$ cat config.mk
export PLATFORM = sky130hd
export DESIGN_NAME = parallel_port
export DESIGN_NICKNAME = d
export VERILOG_FILES = /design/src/logic/port_pkg.sv /design/src/logic/port_lane.sv /design/src/logic/parallel_port.sv
export VERILOG_INCLUDE_DIRS = /design/src /design/src/logic
export SDC_FILE = /design/constraint.sdc
export NUM_CORES = 1
export LEC_CHECK = 0
export BUFFER_PORTS_ARGS = -buffer_cell sky130_fd_sc_hd__buf_2
export CORE_MARGIN = 10
export CORE_UTILIZATION = 56
export DETAILED_ROUTE_END_ITERATION = 8
export GPL_ROUTABILITY_DRIVEN = 0
export GPL_TIMING_DRIVEN = 0
export PLACE_DENSITY = 0.86
export SLEW_MARGIN = 15
export SYNTH_ARGS = -nofsm -noshare
export SYNTH_HDL_FRONTEND = slang
export SYNTH_SLANG_ARGS = --single-unit
$ cat constraint.sdc
create_clock -name core_clk -period 4.2 [get_ports core_clk]
set_input_delay 0.21 -clock core_clk [delete_from_list [all_inputs] [get_ports core_clk]]
set_output_delay 0.21 -clock core_clk [all_outputs]
set_load 0.02 [all_outputs]
$ cat src/logic/port_defines.svh
// Offsets, field positions and reset values of the parallel port block
`ifndef PORT_DEFINES_SVH
`define PORT_DEFINES_SVH

`define OFS_PORT_A_PIN_VALUE 16'h0000
`define OFS_PORT_B_PIN_VALUE 16'h0001
`define OFS_PORT_C_PIN_VALUE 16'h0002
`define OFS_STRONG_DRIVE_SELECT 16'h30af
`define OFS_PORT_A_DRIVER_ENABLE 16'h30b0
`define OFS_PORT_B_DRIVER_ENABLE 16'h30b1
`define OFS_PORT_C_DRIVER_ENABLE 16'h30b2
`define OFS_PORT_A_INPUT_GATE 16'h30b8
`define OFS_PORT_B_INPUT_GATE 16'h30b9
`define OFS_PORT_C_INPUT_GATE 16'h30ba
`define OFS_PORT_A_ANALOG_SELECT 16'h3100
`define OFS_PORT_B_ANALOG_SELECT 16'h3101
`define OFS_PORT_C_ANALOG_SELECT 16'h3102

`define PORT_A_WIDTH 6
`define PORT_B_WIDTH 8
`define PORT_C_WIDTH 4
`define STRONG_LINE_FIVE_BIT 1
`define STRONG_LINE_FOUR_BIT 0
`define PORT_B_LINE_FIVE 5
`define PORT_B_LINE_FOUR 4
`define REG_RESET 8'h00

`endif

$ cat src/logic/port_pkg.sv
// Types shared by the parallel port block
`default_nettype none
package port_pkg;
    typedef logic [7:0] byte_t;
    typedef logic [15:0] addr_t;
    typedef enum logic [1:0] {
        PORT_SEL_A,
        PORT_SEL_B,
        PORT_SEL_C
    } port_sel_t;
endpackage : port_pkg
`default_nettype wire

$ cat src/logic/port_lane.sv
// One parallel port: data, driver/input gates, analog select and read-back mux
`timescale 1ns/10ps
`default_nettype none
`include "port_defines.svh"
module port_lane #(
    parameter int W = 8
) (
    input wire logic core_clk,
    input wire logic rst_sync_n,
    input wire logic wr_data_en,
    input wire logic wr_oe_en,
    input wire logic wr_ie_en,
    input wire logic wr_an_en,
    input wire logic [W-1:0] wr_val,
    input wire logic [W-1:0] pin_in,
    output logic [W-1:0] data_q,
    output logic [W-1:0] oe_q,
    output logic [W-1:0] ie_q,
    output logic [W-1:0] an_q,
    output logic [W-1:0] pin_out,
    output logic [W-1:0] pin_oe,
    output logic [W-1:0] rd_val
);
    // Data latch takes every write regardless of direction
    always_ff @(posedge core_clk or negedge rst_sync_n) begin
        if (!rst_sync_n) begin
            data_q <= '0;
        end else if (wr_data_en) begin
            data_q <= wr_val;
        end
    end

    // Direction and analog controls all reset to released pins
    always_ff @(posedge core_clk or negedge rst_sync_n) begin
        if (!rst_sync_n) begin
            oe_q <= '0;
            ie_q <= '0;
            an_q <= '0;
        end else begin
            if (wr_oe_en) oe_q <= wr_val;
            if (wr_ie_en) ie_q <= wr_val;
            if (wr_an_en) an_q <= wr_val;
        end
    end

    // Pin drive registered so outputs come from flops; analog owns the pin
    genvar i;
    for (i = 0; i < W; i++) begin : g_bit
        always_ff @(posedge core_clk or negedge rst_sync_n) begin
            if (!rst_sync_n) begin
                pin_out[i] <= 1'b0;
                pin_oe[i] <= 1'b0;
            end else begin
                pin_out[i] <= (wr_data_en ? wr_val[i] : data_q[i]);
                pin_oe[i] <= (wr_oe_en ? wr_val[i] : oe_q[i]) & ~(wr_an_en ? wr_val[i] : an_q[i]);
            end
        end
        // Read-back: analog zero, output wins over input, Hi-Z shows latch
        always_comb begin
            if (an_q[i]) begin
                rd_val[i] = 1'b0;
            end else if (oe_q[i]) begin
                rd_val[i] = data_q[i];
            end else if (ie_q[i]) begin
                rd_val[i] = pin_in[i];
            end else begin
                rd_val[i] = data_q[i];
            end
        end
    end
endmodule : port_lane
`default_nettype wire

$ cat src/logic/parallel_port.sv
// Top of the three-port parallel I/O block with its register port
//
// Added by the designer: the plain strobed port.
`timescale 1ns/10ps
`default_nettype none
`include "port_defines.svh"
module parallel_port (
    input wire logic core_clk,
    input wire logic rst_n,
    input wire port_pkg::addr_t reg_addr,
    input wire port_pkg::byte_t reg_wdata,
    input wire logic reg_wr,
    input wire logic reg_rd,
    output port_pkg::byte_t reg_rdata,
    input wire logic [`PORT_A_WIDTH-1:0] port_a_pin_in,
    output logic [`PORT_A_WIDTH-1:0] port_a_pin_out,
    output logic [`PORT_A_WIDTH-1:0] port_a_pin_oe,
    input wire logic [`PORT_B_WIDTH-1:0] port_b_pin_in,
    output logic [`PORT_B_WIDTH-1:0] port_b_pin_out,
    output logic [`PORT_B_WIDTH-1:0] port_b_pin_oe,
    input wire logic [`PORT_C_WIDTH-1:0] port_c_pin_in,
    output logic [`PORT_C_WIDTH-1:0] port_c_pin_out,
    output logic [`PORT_C_WIDTH-1:0] port_c_pin_oe,
    output logic port_b_line_five_strong,
    output logic port_b_line_four_strong
);
    localparam int AW = `PORT_A_WIDTH;
    localparam int BW = `PORT_B_WIDTH;
    localparam int CW = `PORT_C_WIDTH;

    logic rst_meta_q;
    logic rst_sync_n;

    // Reset released through two flops; asserted at once
    always_ff @(posedge core_clk or negedge rst_n) begin
        if (!rst_n) begin
            rst_meta_q <= 1'b0;
            rst_sync_n <= 1'b0;
        end else begin
            rst_meta_q <= 1'b1;
            rst_sync_n <= rst_meta_q;
        end
    end

    // Write decode
    logic wr_a_d, wr_b_d, wr_c_d;
    logic oe_a_w, oe_b_w, oe_c_w;
    logic ie_a_w, ie_b_w, ie_c_w;
    logic an_a_w, an_b_w, an_c_w;
    logic wr_strong;
    assign wr_a_d = reg_wr && (reg_addr == `OFS_PORT_A_PIN_VALUE);
    assign wr_b_d = reg_wr && (reg_addr == `OFS_PORT_B_PIN_VALUE);
    assign wr_c_d = reg_wr && (reg_addr == `OFS_PORT_C_PIN_VALUE);
    assign oe_a_w = reg_wr && (reg_addr == `OFS_PORT_A_DRIVER_ENABLE);
    assign oe_b_w = reg_wr && (reg_addr == `OFS_PORT_B_DRIVER_ENABLE);
    assign oe_c_w = reg_wr && (reg_addr == `OFS_PORT_C_DRIVER_ENABLE);
    assign ie_a_w = reg_wr && (reg_addr == `OFS_PORT_A_INPUT_GATE);
    assign ie_b_w = reg_wr && (reg_addr == `OFS_PORT_B_INPUT_GATE);
    assign ie_c_w = reg_wr && (reg_addr == `OFS_PORT_C_INPUT_GATE);
    assign an_a_w = reg_wr && (reg_addr == `OFS_PORT_A_ANALOG_SELECT);
    assign an_b_w = reg_wr && (reg_addr == `OFS_PORT_B_ANALOG_SELECT);
    assign an_c_w = reg_wr && (reg_addr == `OFS_PORT_C_ANALOG_SELECT);
    assign wr_strong = reg_wr && (reg_addr == `OFS_STRONG_DRIVE_SELECT);

    logic [AW-1:0] a_data, a_oe, a_ie, a_an, a_rd;
    logic [BW-1:0] b_data, b_oe, b_ie, b_an, b_rd;
    logic [CW-1:0] c_data, c_oe, c_ie, c_an, c_rd;

    // Narrow ports drop the upper write bits, so they never store
    port_lane #(.W(AW)) u_port_a (
        .core_clk(core_clk),
        .rst_sync_n(rst_sync_n),
        .wr_data_en(wr_a_d),
        .wr_oe_en(oe_a_w),
        .wr_ie_en(ie_a_w),
        .wr_an_en(an_a_w),
        .wr_val(reg_wdata[AW-1:0]),
        .pin_in(port_a_pin_in),
        .data_q(a_data),
        .oe_q(a_oe),
        .ie_q(a_ie),
        .an_q(a_an),
        .pin_out(port_a_pin_out),
        .pin_oe(port_a_pin_oe),
        .rd_val(a_rd)
    );

    port_lane #(.W(BW)) u_port_b (
        .core_clk(core_clk),
        .rst_sync_n(rst_sync_n),
        .wr_data_en(wr_b_d),
        .wr_oe_en(oe_b_w),
        .wr_ie_en(ie_b_w),
        .wr_an_en(an_b_w),
        .wr_val(reg_wdata[BW-1:0]),
        .pin_in(port_b_pin_in),
        .data_q(b_data),
        .oe_q(b_oe),
        .ie_q(b_ie),
        .an_q(b_an),
        .pin_out(port_b_pin_out),
        .pin_oe(port_b_pin_oe),
        .rd_val(b_rd)
    );

    port_lane #(.W(CW)) u_port_c (
        .core_clk(core_clk),
        .rst_sync_n(rst_sync_n),
        .wr_data_en(wr_c_d),
        .wr_oe_en(oe_c_w),
        .wr_ie_en(ie_c_w),
        .wr_an_en(an_c_w),
        .wr_val(reg_wdata[CW-1:0]),
        .pin_in(port_c_pin_in),
        .data_q(c_data),
        .oe_q(c_oe),
        .ie_q(c_ie),
        .an_q(c_an),
        .pin_out(port_c_pin_out),
        .pin_oe(port_c_pin_oe),
        .rd_val(c_rd)
    );

    // Strong-drive select, only two bits implemented
    logic [1:0] strong_q;
    always_ff @(posedge core_clk or negedge rst_sync_n) begin
        if (!rst_sync_n) begin
            strong_q <= 2'h0;
        end else if (wr_strong) begin
            strong_q <= reg_wdata[1:0];
        end
    end

    // Strong drive gated by the line's driver enable bit alone, even on an analog-selected line
    always_ff @(posedge core_clk or negedge rst_sync_n) begin
        if (!rst_sync_n) begin
            port_b_line_five_strong <= 1'b0;
            port_b_line_four_strong <= 1'b0;
        end else begin
            port_b_line_five_strong <= strong_q[`STRONG_LINE_FIVE_BIT] && b_oe[`PORT_B_LINE_FIVE];
            port_b_line_four_strong <= strong_q[`STRONG_LINE_FOUR_BIT] && b_oe[`PORT_B_LINE_FOUR];
        end
    end

    // Read mux; unused upper bits and unmapped offsets return zero
    port_pkg::byte_t rd_mux;
    always_comb begin
        rd_mux = `REG_RESET;
        unique case (reg_addr)
            `OFS_PORT_A_PIN_VALUE: rd_mux = {2'h0, a_rd};
            `OFS_PORT_B_PIN_VALUE: rd_mux = b_rd;
            `OFS_PORT_C_PIN_VALUE: rd_mux = {4'h0, c_rd};
            `OFS_STRONG_DRIVE_SELECT: rd_mux = {6'h00, strong_q};
            `OFS_PORT_A_DRIVER_ENABLE: rd_mux = {2'h0, a_oe};
            `OFS_PORT_B_DRIVER_ENABLE: rd_mux = b_oe;
            `OFS_PORT_C_DRIVER_ENABLE: rd_mux = {4'h0, c_oe};
            `OFS_PORT_A_INPUT_GATE: rd_mux = {2'h0, a_ie};
            `OFS_PORT_B_INPUT_GATE: rd_mux = b_ie;
            `OFS_PORT_C_INPUT_GATE: rd_mux = {4'h0, c_ie};
            `OFS_PORT_A_ANALOG_SELECT: rd_mux = {2'h0, a_an};
            `OFS_PORT_B_ANALOG_SELECT: rd_mux = b_an;
            `OFS_PORT_C_ANALOG_SELECT: rd_mux = {4'h0, c_an};
            default: rd_mux = `REG_RESET;
        endcase
    end

    // Read data registered, valid only in the cycle after the strobe
    always_ff @(posedge core_clk or negedge rst_sync_n) begin
        if (!rst_sync_n) begin
            reg_rdata <= `REG_RESET;
        end else if (reg_rd) begin
            reg_rdata <= rd_mux;
        end else begin
            reg_rdata <= `REG_RESET;
        end
    end

    // Checks
    property p_data_write;
        @(posedge core_clk) disable iff (!rst_sync_n)
        wr_b_d |=> (b_data == $past(reg_wdata));
    endproperty
    a_data_write: assert property (p_data_write) else $error("data write not latched");

    property p_drive_follows;
        @(posedge core_clk) disable iff (!rst_sync_n)
        ##1 (port_a_pin_oe == (a_oe & ~a_an)) && ((port_a_pin_out & port_a_pin_oe) == (a_data & port_a_pin_oe));
    endproperty
    a_drive_follows: assert property (p_drive_follows) else $error("pin drive mismatch");

    property p_read_output;
        @(posedge core_clk) disable iff (!rst_sync_n)
        (reg_rd && reg_addr == `OFS_PORT_B_PIN_VALUE && !wr_b_d) |=>
            ((reg_rdata & $past(b_oe & ~b_an)) == ($past(b_data & b_oe & ~b_an)));
    endproperty
    a_read_output: assert property (p_read_output) else $error("output read-back wrong");

    property p_read_input;
        @(posedge core_clk) disable iff (!rst_sync_n)
        (reg_rd && reg_addr == `OFS_PORT_C_PIN_VALUE) |=>
            ((reg_rdata[3:0] & $past(c_ie & ~c_oe & ~c_an)) == $past(port_c_pin_in & c_ie & ~c_oe & ~c_an));
    endproperty
    a_read_input: assert property (p_read_input) else $error("input read-back wrong");

    property p_reserved_zero;
        @(posedge core_clk) disable iff (!rst_sync_n)
        (reg_rd && (reg_addr == `OFS_PORT_A_PIN_VALUE || reg_addr == `OFS_PORT_A_DRIVER_ENABLE))
            |=> (reg_rdata[7:6] == 2'h0);
    endproperty
    a_reserved_zero: assert property (p_reserved_zero) else $error("reserved bits not zero");

    property p_analog_zero;
        @(posedge core_clk) disable iff (!rst_sync_n)
        (reg_rd && reg_addr == `OFS_PORT_B_PIN_VALUE) |=> ((reg_rdata & $past(b_an)) == 8'h00);
    endproperty
    a_analog_zero: assert property (p_analog_zero) else $error("analog bit not zero");

    property p_off_undriven;
        @(posedge core_clk) disable iff (!rst_sync_n)
        (!a_oe[0] && !oe_a_w) |=> !port_a_pin_oe[0];
    endproperty
    a_off_undriven: assert property (p_off_undriven) else $error("disabled pin driven");

    property p_strong_gate;
        @(posedge core_clk) disable iff (!rst_sync_n)
        ##1 (port_b_line_five_strong == $past(strong_q[1] && b_oe[5]));
    endproperty
    a_strong_gate: assert property (p_strong_gate) else $error("strong drive mismatch");

    property p_reset_quiet;
        @(posedge core_clk)
        $rose(rst_sync_n) |-> (port_b_pin_oe == 8'h00 && b_data == 8'h00);
    endproperty
    a_reset_quiet: assert property (p_reset_quiet) else $error("reset not quiet");

    // While held in reset the port A and C data latches are clear and those pins are not driven
    property p_reset_clear;
        @(posedge core_clk)
        !rst_sync_n |-> (a_data == 6'h00 && c_data == 4'h0 && port_a_pin_oe == 6'h00 && port_c_pin_oe == 4'h0);
    endproperty
    a_reset_clear: assert property (p_reset_clear) else $error("reset left a pin or latch set");

    // Read data fall back to zero outside the answer cycle
    property p_rdata_idle;
        @(posedge core_clk) disable iff (!rst_sync_n)
        !reg_rd |=> (reg_rdata == 8'h00);
    endproperty
    a_rdata_idle: assert property (p_rdata_idle) else $error("read data not idle");

    // Port C data and driver enable registers keep their upper nibble at zero
    property p_reserved_narrow;
        @(posedge core_clk) disable iff (!rst_sync_n)
        (reg_rd && (reg_addr == `OFS_PORT_C_PIN_VALUE || reg_addr == `OFS_PORT_C_DRIVER_ENABLE))
            |=> (reg_rdata[7:4] == 4'h0);
    endproperty
    a_reserved_narrow: assert property (p_reserved_narrow) else $error("port c upper bits not zero");

    property p_reserved_strong;
        @(posedge core_clk) disable iff (!rst_sync_n)
        (reg_rd && reg_addr == `OFS_STRONG_DRIVE_SELECT) |=> (reg_rdata[7:2] == 6'h00);
    endproperty
    a_reserved_strong: assert property (p_reserved_strong) else $error("strong upper bits not zero");

    // A latch only moves on its own write, so a stray decode shows here
    property p_data_hold;
        @(posedge core_clk) disable iff (!rst_sync_n)
        !wr_a_d |=> $stable(a_data);
    endproperty
    a_data_hold: assert property (p_data_hold) else $error("port a data moved without a write");

    property p_strong_four;
        @(posedge core_clk) disable iff (!rst_sync_n)
        ##1 (port_b_line_four_strong == $past(strong_q[0] && b_oe[4]));
    endproperty
    a_strong_four: assert property (p_strong_four) else $error("strong drive four mismatch");

    // Analog-selected lines of ports B and C are never driven
    property p_analog_undriven;
        @(posedge core_clk) disable iff (!rst_sync_n)
        ((port_c_pin_oe & c_an) == 4'h0) && ((port_b_pin_oe & b_an) == 8'h00);
    endproperty
    a_analog_undriven: assert property (p_analog_undriven) else $error("analog line driven");

    c_write_then_enable: cover property (@(posedge core_clk) disable iff (!rst_sync_n) wr_a_d ##[1:4] oe_a_w);
    c_input_read: cover property (@(posedge core_clk) disable iff (!rst_sync_n)
        reg_rd && reg_addr == `OFS_PORT_C_PIN_VALUE && c_ie != 4'h0);
    c_strong_on: cover property (@(posedge core_clk) disable iff (!rst_sync_n) port_b_line_five_strong);
    c_analog_read: cover property (@(posedge core_clk) disable iff (!rst_sync_n)
        reg_rd && reg_addr == `OFS_PORT_B_PIN_VALUE && b_an != 8'h00);
endmodule : parallel_port
`default_nettype wire

Word level (Yosys, flattened, before mapping) --
Cells that the tools add are included.
Cells by class: equality and inequality tests 12, multiplexer cells 110, bitwise operators 36, reductions and logical operators 16
Operator list (number):
- 16-bit by 14-bit == test with 1-bit output (second input constant) | 10
- 1-bit two-way mux | 108
- 8-bit one-hot mux with 13 select lines | 1
- 1-bit AND | 18
- 1-bit inverter | 18
- 16-bit by 1-bit == test with 1-bit output (second input constant) | 1
- 16-bit by 2-bit == test with 1-bit output (second input constant) | 1
- 16-bit zero test | 1
- 1-bit logical AND | 15
- 8-bit two-way mux | 1
Storage, ports and cells: flip-flop bits (word level) 122, bits of input ports 46, output and inout bits 46, word-level logic and storage cells 228

Logic depth before layout (Yosys ltp) --
depth in word-level cells 5, mapped depth 7, gate-level depth less buffers 5

By module --
A second synthesis with hierarchy kept.
Second synthesis, totals: cells, all modules 464, area total of the unflattened synthesis 5704.2 µm²
Modules (own cells, without submodules):
- port_lane at u_port_b | instances 1, cells each 139, area each 1969.4 µm², sequential area each 1201.2 µm²
- port_lane at u_port_a | instances 1, cells each 104, area each 1462.7 µm², sequential area each 900.9 µm²
- parallel_port | instances 1, cells each 154, area each 1320.0 µm², sequential area each 350.3 µm²
- port_lane at u_port_c | instances 1, cells each 67, area each 952.2 µm², sequential area each 600.6 µm²

Worst setup path before layout --
No wires, ideal clock.
path kind in2reg, start input port reg_addr[14], end register u_port_c.pin_oe[0], arrival 1.660 ns, required time 4.082 ns, slack 2.423 ns, stages on the path 6, path buffers 1, cell sequence and4bb_1 -> buf_4 -> nand2_1 -> or4b_4 -> mux2_4 -> nor2b_1
Between the ends: cells in the longest elaborated chain, start to end 5, elaborated cells between the ends (all ways) 8, classes of those cells 2 x eq/ne; 2 x mux; 2 x bitwise; 2 x reduce/logical
RTL lines:
- start: declaration | line parallel_port.sv:10 | input wire port_pkg::addr_t reg_addr,
- 16-bit by 14-bit == test with 1-bit output
- 1-bit logical AND | line parallel_port.sv:62 | assign an_c_w = reg_wr && (reg_addr == `OFS_PORT_C_ANALOG_SELECT);
- 1-bit two-way mux | line port_lane.sv:55 | pin_oe[i] <= (wr_oe_en ? wr_val[i] : oe_q[i]) & ~(wr_an_en ? wr_val[i] : an_q[i]);
- 1-bit inverter | line port_lane.sv:55
- 1-bit AND (*) | line port_lane.sv:55
- end signal: indexed assignment | line port_lane.sv:55
- end: declaration | line port_lane.sv:21 | output logic [W-1:0] pin_oe,
Mark *: on every way between the ends. The rest lies on a longest branch, timed or not. A chain may end at the register's enable or synchronous reset.

Final worst setup path --
start input port reg_addr[1], end register u_port_a.pin_out[5]
Between the ends: cells in the longest elaborated chain, start to end 3
RTL lines:
- 16-bit zero test (no source line)
- 1-bit logical AND | line parallel_port.sv:51 | assign wr_a_d = reg_wr && (reg_addr == `OFS_PORT_A_PIN_VALUE);
- 1-bit two-way mux | line port_lane.sv:54 | pin_out[i] <= (wr_data_en ? wr_val[i] : data_q[i]);
- end signal: indexed assignment | line port_lane.sv:54
- end: declaration | line port_lane.sv:20 | output logic [W-1:0] pin_out,
No other way between the ends.

==> PnR_summary.wiki <==
{| class="wikitable"
! Metric !! Value
|-
| Synthesized Nets || 478
|-
| Worst setup path class || in -> reg
|-
| Detailed Route WL || 15.5 mm
|-
| CTS sink count || approximately 120
|-
| Part of the cycle the worst path needs || between 40% and 50%
|-
| Buffer cell driving the clock tree root || sky130_fd_sc_hd__clkbuf_8
|-
| Horizontal die dimension || approximately 120 µm
|-
| Final hold slack || ~0.052 ns
|-
| Initial Utilization || a little under three fifths
|-
| Top cells by area, synth || sky130_fd_sc_hd__dfrtp_1 56%, sky130_fd_sc_hd__mux2_2 13%, sky130_fd_sc_hd__mux2i_1 6.0%
|-
| Data arrival, critical path || 2.45 ns
|-
| Largest stage delay on the critical path || approximately 0.48 ns
|-
| Hold Startpoint || reg_wdata[5]
|-
| Total die area || between 10,000 and 15,000 µm²
|-
| Cells along the critical path || buf_2 > nor2_1 > nand4_1 > nor2_1 > nand2_1 > mux2_2
|-
| I/O Buffers || slightly below 90
|-
| Number of buffer and inverter instances along the worst setup path || 1
|-
| TritonCTS clock tree || yes
|-
| Dominant delay contributor by cell family on the critical path || simple AND/OR/NAND/NOR gates
|-
| Yosys warning total || 0
|-
| Total power divided by cell area || 402 nW/µm²
|-
| Clock transition at the registers of the reported paths || about 0.060 ns
|-
| Io pins || between 90 and 100
|-
| Worst-case reg-to-reg path depth || 5
|-
| Final cell utilization of the core || 70.3%
|-
| Most repeated library cell on the critical path || sky130_fd_sc_hd__nor2_1
|-
| Max frequency || about 0.49 GHz
|-
| Antenna-violating nets left || 0
|-
| FF-to-FF setup slack || 2.71 ns
|-
| Crit Reg-Reg Endpoint || reg_rdata[0]
|-
| Minimum period implied by the final worst setup slack || 2.06 ns
|-
| Die boundary height || 119 µm
|-
| Core Rows || 36
|-
| Setup repair after global routing missed its margin || false
|-
| Part of the Yosys area used for sequential elements || between 50% and 60%
|-
| Number of cells on the critical path || 6
|-
| DR pass1 iterations || 5
|-
| Global-route congestion overflow total || 0
|-
| Total Routing Usage GR || around 22%
|-
| Share of Yosys cell area claimed by the top area cell type || 55.5%
|-
| Core region area || roughly 9700 µm²
|-
| Worst IR drop on VDD || about 330 µV
|-
| First DRT Iteration DRCs || 427
|-
| Most common library cell in the layout ignoring fill and taps || sky130_fd_sc_hd__dfrtp_1
|-
| Most used cells in the layout excluding fill and tap cells || 121 x sky130_fd_sc_hd__dfrtp_1, 94 x sky130_fd_sc_hd__buf_2, 62 x sky130_fd_sc_hd__mux2_2, 36 x sky130_fd_sc_hd__nor2b_1, 33 x sky130_fd_sc_hd__mux2i_1
|-
| Launch instance of the worst register-to-register path || u_port_a.oe_q[0]
|-
| Critical path data required time || ~4.6 ns
|-
| Largest fanout of any net on the critical path || 8
|-
| Remaining design rule violation count || 0
|-
| Beginning of the critical path || reg_addr[1]
|-
| Count of flip-flops with a built-in enable after synthesis || 0
|-
| Initial antenna violation count || 1
|-
| Pre-CTS setup slack || 1.76 ns
|-
| Synth-to-layout area growth || 23.8%
|-
| Worst relative slew slack || between 40% and 50%
|-
| Final setup slack of the worst path || 2.14 ns
|-
| Critical Path Start Type || input port
|-
| Leading register cell type out of synthesis || sky130_fd_sc_hd__dfrtp_1
|-
| Vias per inst || 6.21
|-
| Clock Tree Buf Depth || 2
|-
| Post-synth design cell area || around 5500 µm²
|-
| Cell taking the most area after synthesis || sky130_fd_sc_hd__dfrtp_1
|-
| Avg Inst Size Synth || roughly 13 µm²
|-
| Share of final-layout standard cells stronger than drive strength 1 || ~37%
|-
| Post-DP HPWL || 10.6 mm
|-
| Clk_skew || about 0.0097 ns
|-
| Gate count of the mapped netlist || about 430
|-
| Total clock buffers created by CTS || 17
|-
| Transition time of the tightest slew-check pin || 0.790 ns
|-
| Run status || finished, final reports clean
|-
| Final max-slew violation count || 0
|-
| Largest net degree at the start of global routing || 62
|-
| Level count of the clock H-tree || 4
|-
| Path class of the lowest-slack min-delay path || in -> reg
|-
| Leak Pwr || between 3 and 4 nW
|-
| Slowest-stage cell, CP || sky130_fd_sc_hd__nand4_1
|-
| Gates resized, CTS repair || 0
|-
| First-pass GRT wire length || between 20 and 25 mm
|-
| Unique cell type count in the Yosys netlist || 51
|-
| Max cap viols || 0
|-
| Worst Setup End Kind || flop
|-
| Number of synthesized register bits || 122
|-
| Final-report hold violation count || 0
|-
| End of the critical path || u_port_a.pin_out[5]
|-
| Share of synthesized registers carrying an async set or reset || 100%
|-
| Wire per inst || 22.4 µm
|-
| Final setup violating endpoints || 0
|-
| Total number of vias || 4,316
|-
| Antenna diode instance count || 0
|-
| Number of global-route vias before repair || 4,646
|-
| Skew-Pair Late Insertion Delay || 0.52 ns
|-
| Net count of the finished layout || about 600
|}
## worst min-delay path by stage
stage,slack (ns),endpoint,cells after the start
after floorplan,-0.09,rst_meta_q,0
after global placement,-0.004,rst_meta_q,1
final,0.05,u_port_a.ie_q[5],2
after CTS,0.03,u_port_a.ie_q[5],2
after global routing,0.05,reg_rdata[6],3
after detailed placement,-0.001,rst_meta_q,1
## timing repair
action | 4_1_cts | 5_1_grt
hold endpoints to repair | 19 | 0
endpoints found under the setup margin | 0 | 0
hold buffers | 8 | 0
buffers inserted | 0 | 0
## flip-flops by register name, indices dropped and copies added (netlist names), 8 cells and up
name / flops
u_port_b.pin_out: 8
u_port_b.oe_q: 8
u_port_b.an_q: 8
u_port_b.ie_q: 8
u_port_b.pin_oe: 8
u_port_b.data_q: 8
reg_rdata: 8
## kinds of logic (layout without fill, tap and decap cells)
| kind of cell | Yosys count | after routing | synth area share [%] |
|---|---|---|---|
| simple gates | 128 | 128 | 15.2 |
| other cells | 1 | 1 | 0.0682 |
| buf+inv | 26 | 156 | 1.96 |
| compound gates | 54 | 54 | 7.06 |
| flops | 122 | 122 | 55.5 |
| mux | 101 | 101 | 20.2 |
## area by class of cell
cell class / count / area (µm²)
inverter: 11 / 41.3
fill: 630 / 2880
multi-input combinational: 284 / 2340
timing repair buffer: 98 / 553
clock inverter: 9 / 120
buffer: 15 / 66.3
sequential: 122 / 3060
tap: 133 / 166
clock buffer: 23 / 467
## power by group
| group | switching, mW | total (mW) | internal, mW |
|---|---|---|---|
| clock network | 0.500 | 1.44 | 0.944 |
| registers | 0.0113 | 1.19 | 1.18 |
| logic | 0.0656 | 0.103 | 0.0370 |
| total | 0.577 | 2.74 | 2.16 |
## cells in the mapped netlist, types with 2 or more instances
cell / instances
sky130_fd_sc_hd__and3_1: 2
sky130_fd_sc_hd__o22ai_1: 3
sky130_fd_sc_hd__nor4b_4: 2
sky130_fd_sc_hd__mux2_2: 62
sky130_fd_sc_hd__nor3b_1: 3
sky130_fd_sc_hd__nand3_1: 8
sky130_fd_sc_hd__mux2i_1: 33
sky130_fd_sc_hd__nor2b_1: 36
sky130_fd_sc_hd__and4_1: 2
sky130_fd_sc_hd__nor2_1: 25
sky130_fd_sc_hd__o21ai_0: 9
sky130_fd_sc_hd__a221oi_1: 2
sky130_fd_sc_hd__nor3_1: 7
sky130_fd_sc_hd__dfrtp_1: 122
sky130_fd_sc_hd__nand3_2: 2
sky130_fd_sc_hd__nand4_1: 5
sky130_fd_sc_hd__nand2_1: 13
sky130_fd_sc_hd__clkbuf_1: 9
sky130_fd_sc_hd__a31oi_1: 9
sky130_fd_sc_hd__nor3_2: 2
sky130_fd_sc_hd__a222oi_1: 2
sky130_fd_sc_hd__mux2_4: 4
sky130_fd_sc_hd__a2bb2oi_1: 4
sky130_fd_sc_hd__a22oi_1: 4
sky130_fd_sc_hd__and2_1: 3
sky130_fd_sc_hd__buf_2: 5
sky130_fd_sc_hd__a21oi_1: 10
sky130_fd_sc_hd__o32ai_1: 3
sky130_fd_sc_hd__nor4_1: 5
sky130_fd_sc_hd__mux2_1: 2
sky130_fd_sc_hd__a32oi_1: 2
sky130_fd_sc_hd__a311oi_1: 3
sky130_fd_sc_hd__inv_1: 11
## worst reg2reg max path: stages (launching register included)
cell                       delay, ns
sky130_fd_sc_hd__dfrtp_1        0.40
sky130_fd_sc_hd__nor2b_1        0.16
sky130_fd_sc_hd__mux2i_1        0.23
sky130_fd_sc_hd__nor4_1         0.08
sky130_fd_sc_hd__a311oi_1       0.32
sky130_fd_sc_hd__a31oi_1        0.14
## routing by layer
layer	share of wire [%]	vias up	track usage (%)
met1	37	2120	25.4
met2	48	307	34.3
li1	-	1813	-
met3	11	74	7.56
met5	0.084	-	0
met4	4.5	2	12.4
## per-stage QoR
step                      instance area (µm²)  setup TNS [ns]  instances  power [mW]
after detailed placement                 6140               0        655        1.30
final                                    6810               0        695        2.74
after floorplan                          5500               0        432        1.25
after global placement                   6110          -60.77        654        1.30
after CTS                                6810               0        695        2.74
after global routing                     6810               0        695        2.80
Power figures use the tool's default switching activity.
